<file path="src/design/psai_pkg.sv">
// constants and types of the serial audio input front end
package psai_pkg;
    // interface formats (strap field values 0..3, register-only 4..5)
    localparam logic [2:0] FMT_LJ = 3'h0;
    localparam logic [2:0] FMT_I2S = 3'h1;
    localparam logic [2:0] FMT_RJ16 = 3'h2;
    localparam logic [2:0] FMT_RJ24 = 3'h3;
    localparam logic [2:0] FMT_RJ20 = 3'h4;
    localparam logic [2:0] FMT_RJ18 = 3'h5;
    // speed modes
    localparam logic [1:0] SPD_SINGLE = 2'h0;
    localparam logic [1:0] SPD_DOUBLE = 2'h1;
    localparam logic [1:0] SPD_QUAD = 2'h2;
    localparam logic [1:0] SPD_STREAM = 2'h3;
    // oversampling ratios
    localparam logic [7:0] OSR_SINGLE = 8'h80;
    localparam logic [7:0] OSR_DOUBLE = 8'h40;
    localparam logic [7:0] OSR_QUAD = 8'h20;
    // master clock ratio bounds per mode, in master clocks per frame
    localparam logic [11:0] RATIO_SS_MIN = 12'h100;
    localparam logic [11:0] RATIO_SS_MAX = 12'h300;
    localparam logic [11:0] RATIO_SS_DIV = 12'h400;
    localparam logic [11:0] RATIO_DS_MIN = 12'h080;
    localparam logic [11:0] RATIO_DS_MAX = 12'h180;
    localparam logic [11:0] RATIO_DS_DIV = 12'h200;
    localparam logic [11:0] RATIO_QS_MIN = 12'h040;
    localparam logic [11:0] RATIO_QS_MAX = 12'h0C0;
    localparam logic [11:0] RATIO_QS_DIV = 12'h100;
    localparam int WORD_W = 24;
    localparam int FIFO_DEPTH = 4;
endpackage

</file>
<file path="src/design/psai_fifo.sv">
// small valid/ready fifo for received audio words
`timescale 1ns/1ns
`default_nettype none
module psai_fifo #(
    parameter int WIDTH = 25,
    parameter int DEPTH = 4
) (
    input wire logic clk,
    input wire logic resetn,
    input wire logic in_valid,
    output logic in_ready,
    input wire logic [WIDTH-1:0] in_data,
    output logic out_valid,
    input wire logic out_ready,
    output logic [WIDTH-1:0] out_data
);
    localparam int AW = $clog2(DEPTH);
    logic [WIDTH-1:0] mem [DEPTH];
    logic [AW-1:0] wr_ptr;
    logic [AW-1:0] rd_ptr;
    logic [AW:0] count;
    logic push;
    logic pop;
    assign push = in_valid && in_ready;
    assign pop = out_valid && out_ready;
    assign in_ready = count != (AW+1)'(DEPTH);
    assign out_valid = count != '0;
    assign out_data = mem[rd_ptr];
    // storage
    always_ff @(posedge clk) begin
        if (push) begin
            mem[wr_ptr] <= in_data;
        end
    end
    // pointers and fill level
    always_ff @(posedge clk or negedge resetn) begin
        if (!resetn) begin
            wr_ptr <= '0;
            rd_ptr <= '0;
            count <= '0;
        end else begin
            if (push) begin
                wr_ptr <= (wr_ptr == AW'(DEPTH-1)) ? '0 : wr_ptr + 1'b1;
            end
            if (pop) begin
                rd_ptr <= (rd_ptr == AW'(DEPTH-1)) ? '0 : rd_ptr + 1'b1;
            end
            count <= count + (AW+1)'(push) - (AW+1)'(pop);
        end
    end
endmodule
`default_nettype wire

</file>
<file path="src/design/psai_core.sv">
// serial audio input front end: strap decode, ratio detect, word capture
// How it works
// - words are received as two's complement, sign kept, right aligned to 24 bits
// - frame clock level picks which channel the arriving word belongs to
// - count master clocks over one frame period, then check the ratio against the speed mode limits
// - outside stream mode, top ratios accepted only under register control with divide bit set
// - strap pins sampled continually; changes applied
// - format straps: LJ, I2S, RJ16, RJ24
// - speed straps: single, single+deemphasis, double, quad
// - stream enable: upper strap picks 64x/128x, lower two the clock ratio
// - port is slave only; never drives bit or frame clock
// - data bits captured on bit clock rising edge
// - register formats add right-justified 20 and 18 bit
// - oversampling 128x single, 64x double, 32x quad
// - speed from straps when pin-strapped, from mode bits under register control
// - register control takes mode and format from register fields
// - configuration by straps or by register control select
// - register mode bits enter stream mode; format field sets stream ratio
// - mute output active in reset, init, mute request, bad ratio
`timescale 1ns/1ns
`default_nettype none
module psai_core (
    input wire logic clk,
    input wire logic resetn,
    input wire logic master_clock,
    input wire logic bit_clock,
    input wire logic frame_channel_clock,
    input wire logic [2:0] serial_audio_inputs,
    input wire logic strap_pin_0,
    input wire logic strap_pin_1,
    input wire logic strap_pin_2,
    input wire logic strap_pin_3,
    input wire logic direct_stream_enable_pin,
    input wire logic register_control,
    input wire logic [1:0] functional_mode_bits,
    input wire logic [3:0] interface_format_field,
    input wire logic master_clock_divide_bit,
    input wire logic mute_request,
    output logic [2:0] active_format,
    output logic [1:0] active_speed,
    output logic deemphasis_select,
    output logic direct_stream_bitstream,
    output logic stream_128x,
    output logic [3:0] stream_clock_ratio,
    output logic [7:0] oversample_ratio,
    output logic [11:0] measured_ratio,
    output logic ratio_ok,
    output logic mute_control_output,
    output logic word_valid,
    input wire logic word_ready,
    output logic [1:0] word_pair,
    output logic word_right,
    output logic [psai_pkg::WORD_W-1:0] word_data
);
    // two-flop synchronisers for all pin inputs
    localparam int NS = 11;
    logic [NS-1:0] sync_a;
    logic [NS-1:0] sync_b;
    always_ff @(posedge clk or negedge resetn) begin
        if (!resetn) begin
            sync_a <= '0;
            sync_b <= '0;
        end else begin
            sync_a <= {master_clock, bit_clock, frame_channel_clock, serial_audio_inputs,
                strap_pin_0, strap_pin_1, strap_pin_2, strap_pin_3,
                direct_stream_enable_pin};
            sync_b <= sync_a;
        end
    end
    logic s_mclk, s_bclk, s_lr, s_m0, s_m1, s_m2, s_m3, s_dsen;
    logic [2:0] s_sd;
    assign {s_mclk, s_bclk, s_lr, s_sd, s_m0, s_m1, s_m2, s_m3, s_dsen} = sync_b;

    // delayed copies for edge detection
    logic d_mclk, d_bclk, d_lr;
    logic lr_bit; // frame level at the previous bit clock rise
    always_ff @(posedge clk or negedge resetn) begin
        if (!resetn) begin
            d_mclk <= 1'b0;
            d_bclk <= 1'b0;
            d_lr <= 1'b0;
        end else begin
            d_mclk <= s_mclk;
            d_bclk <= s_bclk;
            d_lr <= s_lr;
        end
    end
    logic mclk_rise, bclk_rise, lr_rise, lr_edge;
    assign mclk_rise = s_mclk && !d_mclk;
    assign bclk_rise = s_bclk && !d_bclk;
    assign lr_rise = s_lr && !d_lr;
    assign lr_edge = s_lr != lr_bit; // frame moves on the falling bit edge, seen at the next rise

    // configuration decode; straps re-read every cycle
    logic [2:0] next_format;
    logic [1:0] next_speed;
    logic next_deemph, next_stream, next_s128;
    logic [3:0] next_sratio;
    always_comb begin
        next_format = psai_pkg::FMT_LJ;
        next_speed = psai_pkg::SPD_SINGLE;
        next_deemph = 1'b0;
        next_stream = 1'b0;
        next_s128 = 1'b0;
        next_sratio = 4'h4;
        if (register_control) begin
            next_format = interface_format_field[2:0];
            if (next_format > psai_pkg::FMT_RJ18) begin
                next_format = psai_pkg::FMT_LJ; // codes 6 and 7 act as 24-bit left justified
            end
            next_speed = functional_mode_bits;
            if (functional_mode_bits == psai_pkg::SPD_STREAM) begin
                next_stream = 1'b1;
                next_s128 = interface_format_field[2];
                next_sratio = stream_ratio(interface_format_field[2], interface_format_field[1:0]);
            end
        end else if (s_dsen) begin
            next_stream = 1'b1;
            next_speed = psai_pkg::SPD_STREAM;
            next_s128 = s_m2;
            next_sratio = stream_ratio(s_m2, {s_m1, s_m0});
        end else begin
            next_format = {1'b0, s_m1, s_m0};
            unique case ({s_m3, s_m2})
                2'h0: next_speed = psai_pkg::SPD_SINGLE;
                2'h1: begin
                    next_speed = psai_pkg::SPD_SINGLE;
                    next_deemph = 1'b1;
                end
                2'h2: next_speed = psai_pkg::SPD_DOUBLE;
                2'h3: next_speed = psai_pkg::SPD_QUAD;
            endcase
        end
    end

    function automatic logic [3:0] stream_ratio(input logic hi, input logic [1:0] sel);
        logic [3:0] r;
        unique case (sel)
            2'h0: r = hi ? 4'h2 : 4'h4;
            2'h1: r = hi ? 4'h3 : 4'h6;
            2'h2: r = hi ? 4'h4 : 4'h8;
            default: r = hi ? 4'h6 : 4'hC;
        endcase
        return r;
    endfunction

    // registered configuration outputs
    always_ff @(posedge clk or negedge resetn) begin
        if (!resetn) begin
            active_format <= psai_pkg::FMT_LJ;
            active_speed <= psai_pkg::SPD_SINGLE;
            deemphasis_select <= 1'b0;
            direct_stream_bitstream <= 1'b0;
            stream_128x <= 1'b0;
            stream_clock_ratio <= 4'h4;
            oversample_ratio <= psai_pkg::OSR_SINGLE;
        end else begin
            active_format <= next_format;
            active_speed <= next_speed;
            deemphasis_select <= next_deemph;
            direct_stream_bitstream <= next_stream;
            stream_128x <= next_s128;
            stream_clock_ratio <= next_sratio;
            unique case (next_speed)
                psai_pkg::SPD_DOUBLE: oversample_ratio <= psai_pkg::OSR_DOUBLE;
                psai_pkg::SPD_QUAD: oversample_ratio <= psai_pkg::OSR_QUAD;
                default: oversample_ratio <= psai_pkg::OSR_SINGLE;
            endcase
        end
    end

    // master clocks per frame: counted between frame rising edges
    logic [11:0] mcount;
    logic measured;
    always_ff @(posedge clk or negedge resetn) begin
        if (!resetn) begin
            mcount <= '0;
            measured_ratio <= '0;
            measured <= 1'b0;
        end else if (lr_rise) begin
            mcount <= 12'(mclk_rise);
            measured_ratio <= mcount;
            measured <= 1'b1;
        end else if (mclk_rise && mcount != 12'hFFF) begin
            mcount <= mcount + 12'h001;
        end
    end

    // ratio check against the selected speed
    function automatic logic ratio_legal(input logic [11:0] r, input logic [1:0] spd,
        input logic divok);
        logic [11:0] lo, hi, top;
        lo = psai_pkg::RATIO_SS_MIN;
        hi = psai_pkg::RATIO_SS_MAX;
        top = psai_pkg::RATIO_SS_DIV;
        if (spd == psai_pkg::SPD_DOUBLE) begin
            lo = psai_pkg::RATIO_DS_MIN;
            hi = psai_pkg::RATIO_DS_MAX;
            top = psai_pkg::RATIO_DS_DIV;
        end else if (spd == psai_pkg::SPD_QUAD) begin
            lo = psai_pkg::RATIO_QS_MIN;
            hi = psai_pkg::RATIO_QS_MAX;
            top = psai_pkg::RATIO_QS_DIV;
        end
        return (r >= lo && r <= hi) || (divok && r == top);
    endfunction

    logic next_ok;
    assign next_ok = measured && (direct_stream_bitstream ||
        ratio_legal(measured_ratio, active_speed, register_control && master_clock_divide_bit));
    always_ff @(posedge clk or negedge resetn) begin
        if (!resetn) begin
            ratio_ok <= 1'b0;
            mute_control_output <= 1'b1;
        end else begin
            ratio_ok <= next_ok;
            mute_control_output <= !next_ok || mute_request;
        end
    end

    // per-pair shift registers; left/right from frame level
    logic [psai_pkg::WORD_W-1:0] shreg [3];
    logic [4:0] bitcnt;
    logic cur_right;
    logic i2s;
    assign i2s = active_format == psai_pkg::FMT_I2S;
    always_ff @(posedge clk or negedge resetn) begin
        if (!resetn) begin
            for (int i = 0; i < 3; i++) begin
                shreg[i] <= '0;
            end
            bitcnt <= '0;
            cur_right <= 1'b0;
            lr_bit <= 1'b0;
        end else if (bclk_rise) begin
            for (int i = 0; i < 3; i++) begin
                shreg[i] <= lr_edge ? {{(psai_pkg::WORD_W-1){1'b0}}, s_sd[i]}
                                    : {shreg[i][psai_pkg::WORD_W-2:0], s_sd[i]};
            end
            bitcnt <= lr_edge ? 5'h01 : (bitcnt == 5'h1F ? bitcnt : bitcnt + 5'h01);
            cur_right <= i2s ? s_lr : !s_lr;
            lr_bit <= s_lr;
        end
    end

    // word length for the current format
    function automatic logic [4:0] word_len(input logic [2:0] f);
        unique case (f)
            psai_pkg::FMT_RJ16: return 5'h10;
            psai_pkg::FMT_RJ20: return 5'h14;
            psai_pkg::FMT_RJ18: return 5'h12;
            default: return 5'h18;
        endcase
    endfunction

    // a word completes on a frame edge (right justified) or after its length (others)
    logic rj, word_done;
    logic [4:0] wl;
    logic [psai_pkg::WORD_W-1:0] aligned [3];
    logic i2s_skip;
    assign rj = active_format >= psai_pkg::FMT_RJ16;
    assign wl = word_len(active_format);
    assign i2s_skip = i2s ? 1'b1 : 1'b0;
    assign word_done = bclk_rise && !direct_stream_bitstream && (rj ? lr_edge
        : (!lr_edge && bitcnt == wl + 5'(i2s_skip) - 5'h01));
    always_comb begin
        for (int i = 0; i < 3; i++) begin
            aligned[i] = sign_ext(rj ? shreg[i] : {shreg[i][psai_pkg::WORD_W-2:0], s_sd[i]}, wl);
        end
    end

    // sign-extend the low n bits of a word
    function automatic logic [psai_pkg::WORD_W-1:0] sign_ext(
        input logic [psai_pkg::WORD_W-1:0] w, input logic [4:0] n);
        logic [psai_pkg::WORD_W-1:0] r;
        r = w;
        for (int b = 0; b < psai_pkg::WORD_W; b++) begin
            if (5'(b) >= n) begin
                r[b] = w[n - 5'h01];
            end
        end
        return r;
    endfunction

    // three pair words queued to the fifo one after another
    logic [psai_pkg::WORD_W-1:0] hold [3];
    logic [1:0] pend;
    logic hold_right;
    logic f_ready, f_valid;
    logic [psai_pkg::WORD_W+2:0] f_out;
    always_ff @(posedge clk or negedge resetn) begin
        if (!resetn) begin
            for (int i = 0; i < 3; i++) begin
                hold[i] <= '0;
            end
            pend <= 2'h0;
            hold_right <= 1'b0;
        end else if (word_done) begin
            hold <= aligned; // a new word overruns any still pending
            pend <= 2'h3;
            hold_right <= rj ? (i2s ? lr_bit : !lr_bit) : cur_right;
        end else if (pend != 2'h0 && f_ready) begin
            pend <= pend - 2'h1;
        end
    end
    logic [1:0] pair_idx;
    assign pair_idx = 2'h3 - pend;

    psai_fifo #(.WIDTH(psai_pkg::WORD_W + 3), .DEPTH(psai_pkg::FIFO_DEPTH)) u_fifo (
        .clk(clk),
        .resetn(resetn),
        .in_valid(pend != 2'h0 && !word_done),
        .in_ready(f_ready),
        .in_data({pair_idx, hold_right, hold[pair_idx]}),
        .out_valid(f_valid),
        .out_ready(word_ready && !word_valid),
        .out_data(f_out)
    );

    // output register stage
    always_ff @(posedge clk or negedge resetn) begin
        if (!resetn) begin
            word_valid <= 1'b0;
            word_pair <= 2'h0;
            word_right <= 1'b0;
            word_data <= '0;
        end else if (word_valid) begin
            word_valid <= 1'b0;
        end else if (f_valid && word_ready) begin
            word_valid <= 1'b1;
            {word_pair, word_right, word_data} <= f_out;
        end
    end

    // checks
    a_mute_bad_ratio: assert property (@(posedge clk) disable iff (!resetn)
        !next_ok |=> mute_control_output) else $error("mute not raised on bad ratio");
    a_strap_fmt: assert property (@(posedge clk) disable iff (!resetn)
        (!register_control && !s_dsen) |=> active_format == {1'b0, $past(s_m1), $past(s_m0)})
        else $error("strap format not applied");
    a_osr_quad: assert property (@(posedge clk) disable iff (!resetn)
        active_speed == psai_pkg::SPD_QUAD |-> oversample_ratio == psai_pkg::OSR_QUAD)
        else $error("quad speed oversampling wrong");
    a_stream_ratio: assert property (@(posedge clk) disable iff (!resetn)
        (!register_control && s_dsen && s_m2 && s_m1 && s_m0) |=> stream_clock_ratio == 4'h6)
        else $error("stream ratio wrong");
    a_ratio_capture: assert property (@(posedge clk) disable iff (!resetn)
        lr_rise |=> measured_ratio == $past(mcount)) else $error("ratio not captured");
    a_div_gate: assert property (@(posedge clk) disable iff (!resetn)
        (measured && measured_ratio == psai_pkg::RATIO_SS_DIV && active_speed ==
        psai_pkg::SPD_SINGLE && !direct_stream_bitstream && !register_control) |=> !ratio_ok)
        else $error("divide ratio accepted without register control");
    a_reg_speed: assert property (@(posedge clk) disable iff (!resetn)
        register_control |=> active_speed == $past(functional_mode_bits))
        else $error("register speed not applied");
    a_bit_capture: assert property (@(posedge clk) disable iff (!resetn)
        (bclk_rise && !lr_edge) |=> shreg[0][0] == $past(s_sd[0]))
        else $error("bit not taken on rising edge");
endmodule
`default_nettype wire

</file>
<file path="config.mk">
export PLATFORM = sky130hd
export DESIGN_NAME = psai_core
export DESIGN_NICKNAME = d
export VERILOG_FILES = /design/src/design/psai_pkg.sv /design/src/design/psai_fifo.sv /design/src/design/psai_core.sv
export SDC_FILE = /design/constraint.sdc
export NUM_CORES = 1
export LEC_CHECK = 0
export BUFFER_PORTS_ARGS = -buffer_cell sky130_fd_sc_hd__buf_2
export CORE_ASPECT_RATIO = 1.1
export CORE_UTILIZATION = 66
export DETAILED_ROUTE_END_ITERATION = 10
export PLACE_DENSITY = 0.86
export SYNTH_ARGS = -nofsm -noshare
export SYNTH_HDL_FRONTEND = slang
export SYNTH_SLANG_ARGS = --single-unit
</file>
<file path="constraint.sdc">
create_clock -name clk -period 10.6 [get_ports clk]
set_clock_uncertainty 0.1 [all_clocks]
set_input_delay 1.59 -clock clk [delete_from_list [all_inputs] [get_ports clk]]
set_output_delay 1.59 -clock clk [all_outputs]
set_load 0.05 [all_outputs]
</file>
==> results.json, run 1 <==
{
  "status": "finished, final reports clean",
  "drtIter0Drc": 710,
  "ioPinCount": 85,
  "tns_ps": 0,
  "port_buffers": 78,
  "vdd.ir_drop.worst_uv": 141,
  "dr.pass1.iters": 4,
  "max_slew_margin": 0.293,
  "drc": 0,
  "ys_types": 62,
  "grt-busiest-layer": "met2",
  "grt_max_degree": 110,
  "synth_seq_cells": 364,
  "use_met2": 0.442,
  "grt_pass1_wl_mm": 49.7,
  "placed_cells": 1441,
  "yosysTopAreaCellShare": 0.408,
  "cts_tree": "built",
  "synthCells": 1107,
  "synth_mux_area_frac": 0.171,
  "async_flop_share": 0.703,
  "cp-start-kind": "register",
  "synth_simple_gate_area_frac": 0.0615,
  "synth_top_family_by_area": "multiplexers",
  "worstMarginPinSlew_ps": 1060,
  "ys_warn_count": 0,
  "switching_power_mw": 1.36,
  "drive_above_1_share": 0.244,
  "synth.most_common_cell": "dfrtp_1",
  "r2r_cells": 9,
  "antenna_found_initial": 0,
  "p_int_mw": 2.93,
  "diodes": 0,
  "dieArea_um2": 24100,
  "cp.arrival_ps": 4250,
  "fp.dieW_um": 148,
  "swShare": 0.317,
  "synthAdderAreaFrac": 0.0198,
  "ys_seq_area_frac": 0.622,
  "area_growth_pct": 11.4,
  "core_um2": 22900,
  "met1_usage": 0.352,
  "power.density_nw_per_um2": 248,
  "post_cts_buffers": 0,
  "place.gp.congestion": 0.784,
  "start_util": 0.676,
  "synth_flop_cell": "dfrtp_1",
  "wirelength_mm": 30.4,
  "hold_viol": 0,
  "required_ps": 10890,
  "h-tree-depth": 2,
  "cap_viol_max_count": 0,
  "grt_use_total": 0.264,
  "worstPathMaxFanout": 75,
  "p_leak_nw": 7.73,
  "viasPerCell": 6.19,
  "fmax_mhz": 253,
  "crit_type": "register to register",
  "fill_cells": 1352,
  "fin_area_um2": 17300,
  "clk_pin_slew_worst_paths_ps": 60,
  "cts.sink_count": 364,
  "wl_per_cell_um": 20.2,
  "hold_buffers": 0,
  "setup_viol": 0,
  "syn_area_um2": 15500,
  "pwr-share-clk": 0.289,
  "fin_nets": 1226,
  "grt_overflow": 0,
  "cts_resized": 0,
  "power.total_mw": 4.29,
  "vias": 9317,
  "synth.area.top_cells": "dfrtp_1 (41%), edfxtp_1 (21%), mux2_2 (7.9%), a22o_1 (4.0%), mux4_2 (3.9%)",
  "post-route-min-period_ps": 3950,
  "rsz0062_at_grt": "no",
  "dp_slack_ps": 6730,
  "synthXorXnorAreaFrac": 0.0112,
  "ys_top_cells_by_count": "dfrtp_1 (253), mux2_2 (109), edfxtp_1 (108)",
  "hp-class": "register to register",
  "clk_latency_ps": 520,
  "combPwrFrac": 0.255,
  "synth.avg_cell_area_um2": 14.0,
  "use_met3": 0.0501,
  "die_h_um": 163,
  "slew_violations": 0,
  "ant_nets": 0,
  "min_period_over_period": 0.373,
  "clock_path_buffers": 3,
  "seqPwrFrac": 0.456,
  "end_kind": "register",
  "grt_pass1_vias": 9497,
  "synth_top_area_cell": "dfrtp_1",
  "rows": 58,
  "synth_compound_area_frac": 0.0847,
  "cts_root_buf": "clkbuf_16",
  "dp_hpwl_mm": 17.9,
  "final.setup.worst_slack_ps": 6650,
  "synth_edf_count": 108,
  "fin_cells": 1506,
  "cts_buffers": 36,
  "min_path_cells": 0,
  "placed_area_um2": 16100
}
-- stage by stage --
stage	hold WS (ps)	util
2_1_floorplan	231	-
3_3_place_gp	232	0.703
3_5_place_dp	236	0.703
4_1_cts	249	0.754
5_1_grt	256	0.754
6_report	247	0.754
-- placed cells by master, fill, tap and decap left out, types with 34 or more instances in the layout --
| cell type | count |
|---|---|
| nand2_1 | 90 |
| mux2_2 | 109 |
| mux2i_1 | 40 |
| buf_2 | 77 |
| clkbuf_16 | 37 |
| a22o_1 | 71 |
| edfxtp_1 | 108 |
| inv_1 | 34 |
| dfrtp_1 | 252 |
| nor2_1 | 42 |
| o21ai_0 | 44 |
| mux2_1 | 37 |
-- metal layers --
| layer | part of all wire | vias to the layer above | routed length, µm |
|---|---|---|---|
| met5 | 0 | - | 0 |
| met4 | 0.019 | 0 | 570 |
| met3 | 0.055 | 47 | 1690 |
| met2 | 0.51 | 298 | 15400 |
| met1 | 0.42 | 4771 | 12800 |
| li1 | - | 4201 | - |
-- state kept, by name (all words and copies together), names as in the netlist, 2 cells and up --
signal / cells
bitcnt: 5
u_fifo.rd_ptr: 2
sync_a: 11
u_fifo.wr_ptr: 2
active_speed: 2
pend: 2
u_fifo.count: 3
active_format: 3
word_pair: 2
oversample_ratio: 3
mcount: 12
measured_ratio: 12
u_fifo.mem: 108
shreg: 72
sync_b: 11
word_data: 24
hold: 72
stream_clock_ratio: 4
-- final timing paths --
| path | startpoint | to | slack, ps |
|---|---|---|---|
| worst max-delay path | active_format[2] | hold[38] | 6650 |
| worst max register to register | active_format[2] | hold[38] | 6650 |
| min in group asynchronous | resetn | word_data[21] | 1010 |
| worst min-delay path | sync_a[0] | sync_b[0] | 250 |
| worst min register to register | sync_a[0] | sync_b[0] | 250 |
| max in group asynchronous | resetn | hold[62] | 7920 |
-- power groups by stage --
stage	logic (mW)	clock network [mW]	registers, mW
after global routing	1.17	1.31	1.99
after floorplan	0.617	0	2.12
final	1.10	1.24	1.96
after detailed placement	1.08	0	1.98
after CTS	1.10	1.26	1.96
after global placement	1.04	0	1.95
-- cell type report --
cell class	count	area [µm²]	area share
Clock buffer	50	1020	0.0593
Clock inverter	15	130	0.00753
Inverter	34	128	0.00738
Multi-Input combinational cell	649	5450	0.315
Sequential cell	364	9650	0.559
Tap cell	300	375	0.0217
Timing Repair Buffer	94	520	0.0301
-- worst max-delay path, cell delays in order, from the launching register on --
cell and delay [ps]:
dfrtp_1 1000, and3b_1 300, inv_1 50, ha_1 280, xnor2_1 130, nor4_1 240, nand4_1 220, o21ai_4 190
buf_4 820, mux2_2 460
-- logic make-up after synthesis --
kind of cell               after synthesis
xor gates and xnor gates                19
and+or+nand+nor                        205
other                                    1
adders and majority gates               24
muxes                                  213
DFF                                    364
buffers and inverters                   98
AOI/OAI and AO/OA                      183
Power figures use the tool's default switching activity.
==> run 2: changes to the inputs <==
--- a/config.mk
+++ b/config.mk
@@ -7,9 +7,9 @@
 export LEC_CHECK = 0
 export BUFFER_PORTS_ARGS = -buffer_cell sky130_fd_sc_hd__buf_2
 export CORE_ASPECT_RATIO = 1.1
-export CORE_UTILIZATION = 66
+export CORE_UTILIZATION = 55
 export DETAILED_ROUTE_END_ITERATION = 10
-export PLACE_DENSITY = 0.86
+export PLACE_DENSITY = 0.77
 export SYNTH_ARGS = -nofsm -noshare
 export SYNTH_HDL_FRONTEND = slang
 export SYNTH_SLANG_ARGS = --single-unit
==> constraint.sdc (replaced) <==
create_clock -name clk -period 3.4 [get_ports clk]
set_clock_uncertainty 0.1 [all_clocks]
set_input_delay 0.51 -clock clk [delete_from_list [all_inputs] [get_ports clk]]
set_output_delay 0.51 -clock clk [all_outputs]
set_load 0.05 [all_outputs]
==> results.json, run 2 (synthesis gave the netlist of run 1 again) <==
{
  "start_util": 0.558,
  "antenna_found_initial": 0,
  "drtIter0Drc": 689,
  "hold_viol": 0,
  "ioPinCount": 85,
  "cts_tree": "built",
  "grt_pass1_vias": 9380,
  "multi_input_area_um2": 5460,
  "use_met3": 0.0321,
  "cts_root_buf": "clkbuf_16",
  "cp_cell_sequence": "and3b_1, inv_1, ha_1, xnor2_1, nor4_1, nand4_1, o211a_1, ha_1, fa_1, xnor2_1",
  "worstPathMaxFanout": 11,
  "fp.dieW_um": 162,
  "clk_latency_ps": 520,
  "cts_resized": 0,
  "wirelength_mm": 29.1,
  "end_kind": "register",
  "place.gp.congestion": 0.828,
  "worstMarginPinSlew_ps": 922,
  "diodes": 0,
  "top_regs": "u_fifo.mem: 108 flops, hold: 72 flops, shreg: 72 flops",
  "dieArea_um2": 28900,
  "timing.hold.ws_ps": 14.5,
  "p_leak_nw": 7.82,
  "drc": 0,
  "fin_nets": 1241,
  "final_common_cell": "dfrtp_1",
  "grt_overflow": 0,
  "use_met2": 0.346,
  "tns_ps": 0,
  "dp_hpwl_mm": 17.7,
  "path_buf_inv": 1,
  "min_period_over_period": 0.908,
  "power.density_nw_per_um2": 761,
  "area_growth_pct": 13.3,
  "h-tree-depth": 2,
  "grt-busiest-layer": "met2",
  "slowest_stage": "dfrtp_2",
  "ant_nets": 0,
  "cpLargestDelayFamily": "adder cells",
  "fill_cells": 2002,
  "r2r_cells": 10,
  "max_slew_margin": 0.377,
  "grt_max_degree": 83,
  "clk_pin_slew_worst_paths_ps": 60,
  "dp_slack_ps": 415,
  "cts.sink_count": 364,
  "grt_use_total": 0.209,
  "final_cell_mix": "dfrtp_1 (250), mux2_2 (109), edfxtp_1 (108), nand2_1 (90), buf_2 (77)",
  "setup_viol": 0,
  "rows": 64,
  "top_register": "u_fifo.mem",
  "hp-class": "input pin to register",
  "core_um2": 27800,
  "r2r-end": "u_fifo.count[2]",
  "path_depth": 10,
  "cp-start-kind": "register",
  "cp.arrival_ps": 3390,
  "crit_path_start": "active_format[2]",
  "fmax_mhz": 324,
  "final-seq-area_um2": 9660,
  "wl_per_cell_um": 18.3,
  "crit_type": "register to register",
  "crit_end": "u_fifo.count[2]",
  "final.setup.worst_slack_ps": 312,
  "met1_usage": 0.291,
  "largest_reg_flops": 108,
  "vias": 9171,
  "required_ps": 3700,
  "reg2reg_setup_slack_ps": 310,
  "port_buffers": 78,
  "clock_path_buffers": 3,
  "status": "finished, final reports clean",
  "slew_violations": 0,
  "cts_buffers": 37,
  "rsz0062_at_grt": "no",
  "dr.pass1.iters": 7,
  "drive_above_1_share": 0.246,
  "power.total_mw": 13.4,
  "crit-reg2reg-launch": "active_format[2]",
  "grt_pass1_wl_mm": 48.2,
  "slowest_delay_ps": 490,
  "cap_viol_max_count": 0,
  "viasPerCell": 5.79,
  "post-route-min-period_ps": 3090,
  "die_h_um": 178,
  "vdd.ir_drop.worst_uv": 728
}
## run 2: cell types whose count changed in the layout (fill, tap and decap cells not counted), moves of 3 or more
cell	before	now
dlygate4sd3_1	0	11
buf_12	0	3
and2_1	5	1
clkbuf_1	8	14
clkinv_2	6	2
and2_2	0	4
## run 2: power by group
| group | total (mW) | internal [mW] | leakage, nW | switching, mW |
|---|---|---|---|---|
| logic | 3.42 | 1.27 | 2.85 | 2.16 |
| clock network | 3.93 | 2.31 | 0.581 | 1.62 |
| registers | 6.01 | 5.61 | 4.39 | 0.401 |
| total | 13.4 | 9.19 | 7.82 | 4.18 |
## run 2: final cells by class
class                           count  area share
Sequential cell                   364       0.549
Multi-Input combinational cell    649       0.310
Clock buffer                       59      0.0626
Timing Repair Buffer              108      0.0393
Tap cell                          363      0.0258
Inverter                           34     0.00726
Clock inverter                      8     0.00513
## run 2: per-stage QoR
step / instance area [µm²] / std cells / util
final: 17600 / 1585 / 0.632
after global routing: 17600 / 1585 / 0.632
after detailed placement: 16300 / 1507 / 0.586
after global placement: 16300 / 1507 / 0.586
after CTS: 17600 / 1585 / 0.632
after floorplan: 15500 / 1111 / -
## run 2: metal layers
| layer | vias to the layer above | share of wire |
|---|---|---|
| met5 | - | 0 |
| met4 | 0 | 0.016 |
| met3 | 40 | 0.047 |
| met2 | 229 | 0.48 |
| met1 | 4669 | 0.46 |
| li1 | 4233 | - |
## run 2: repair_timing
| item | in CTS | in global routing |
|---|---|---|
| endpoints found under the hold margin | 88 | 0 |
| hold buffers | 11 | 0 |
| buffers inserted | 0 | 0 |
## run 2: how the worst min path moves through the flow
stage                                start                to  slack [ps]  cells after the start
finish              serial_audio_inputs[1]         sync_a[6]          10                      1
global route        serial_audio_inputs[1]         sync_a[6]           6                      1
CTS                 serial_audio_inputs[1]         sync_a[6]           4                      1
detailed placement              sync_a[10]        sync_b[10]         230                      0
global placement                 sync_a[2]         sync_b[2]         230                      0
floorplan                           resetn  active_format[0]         110                      0
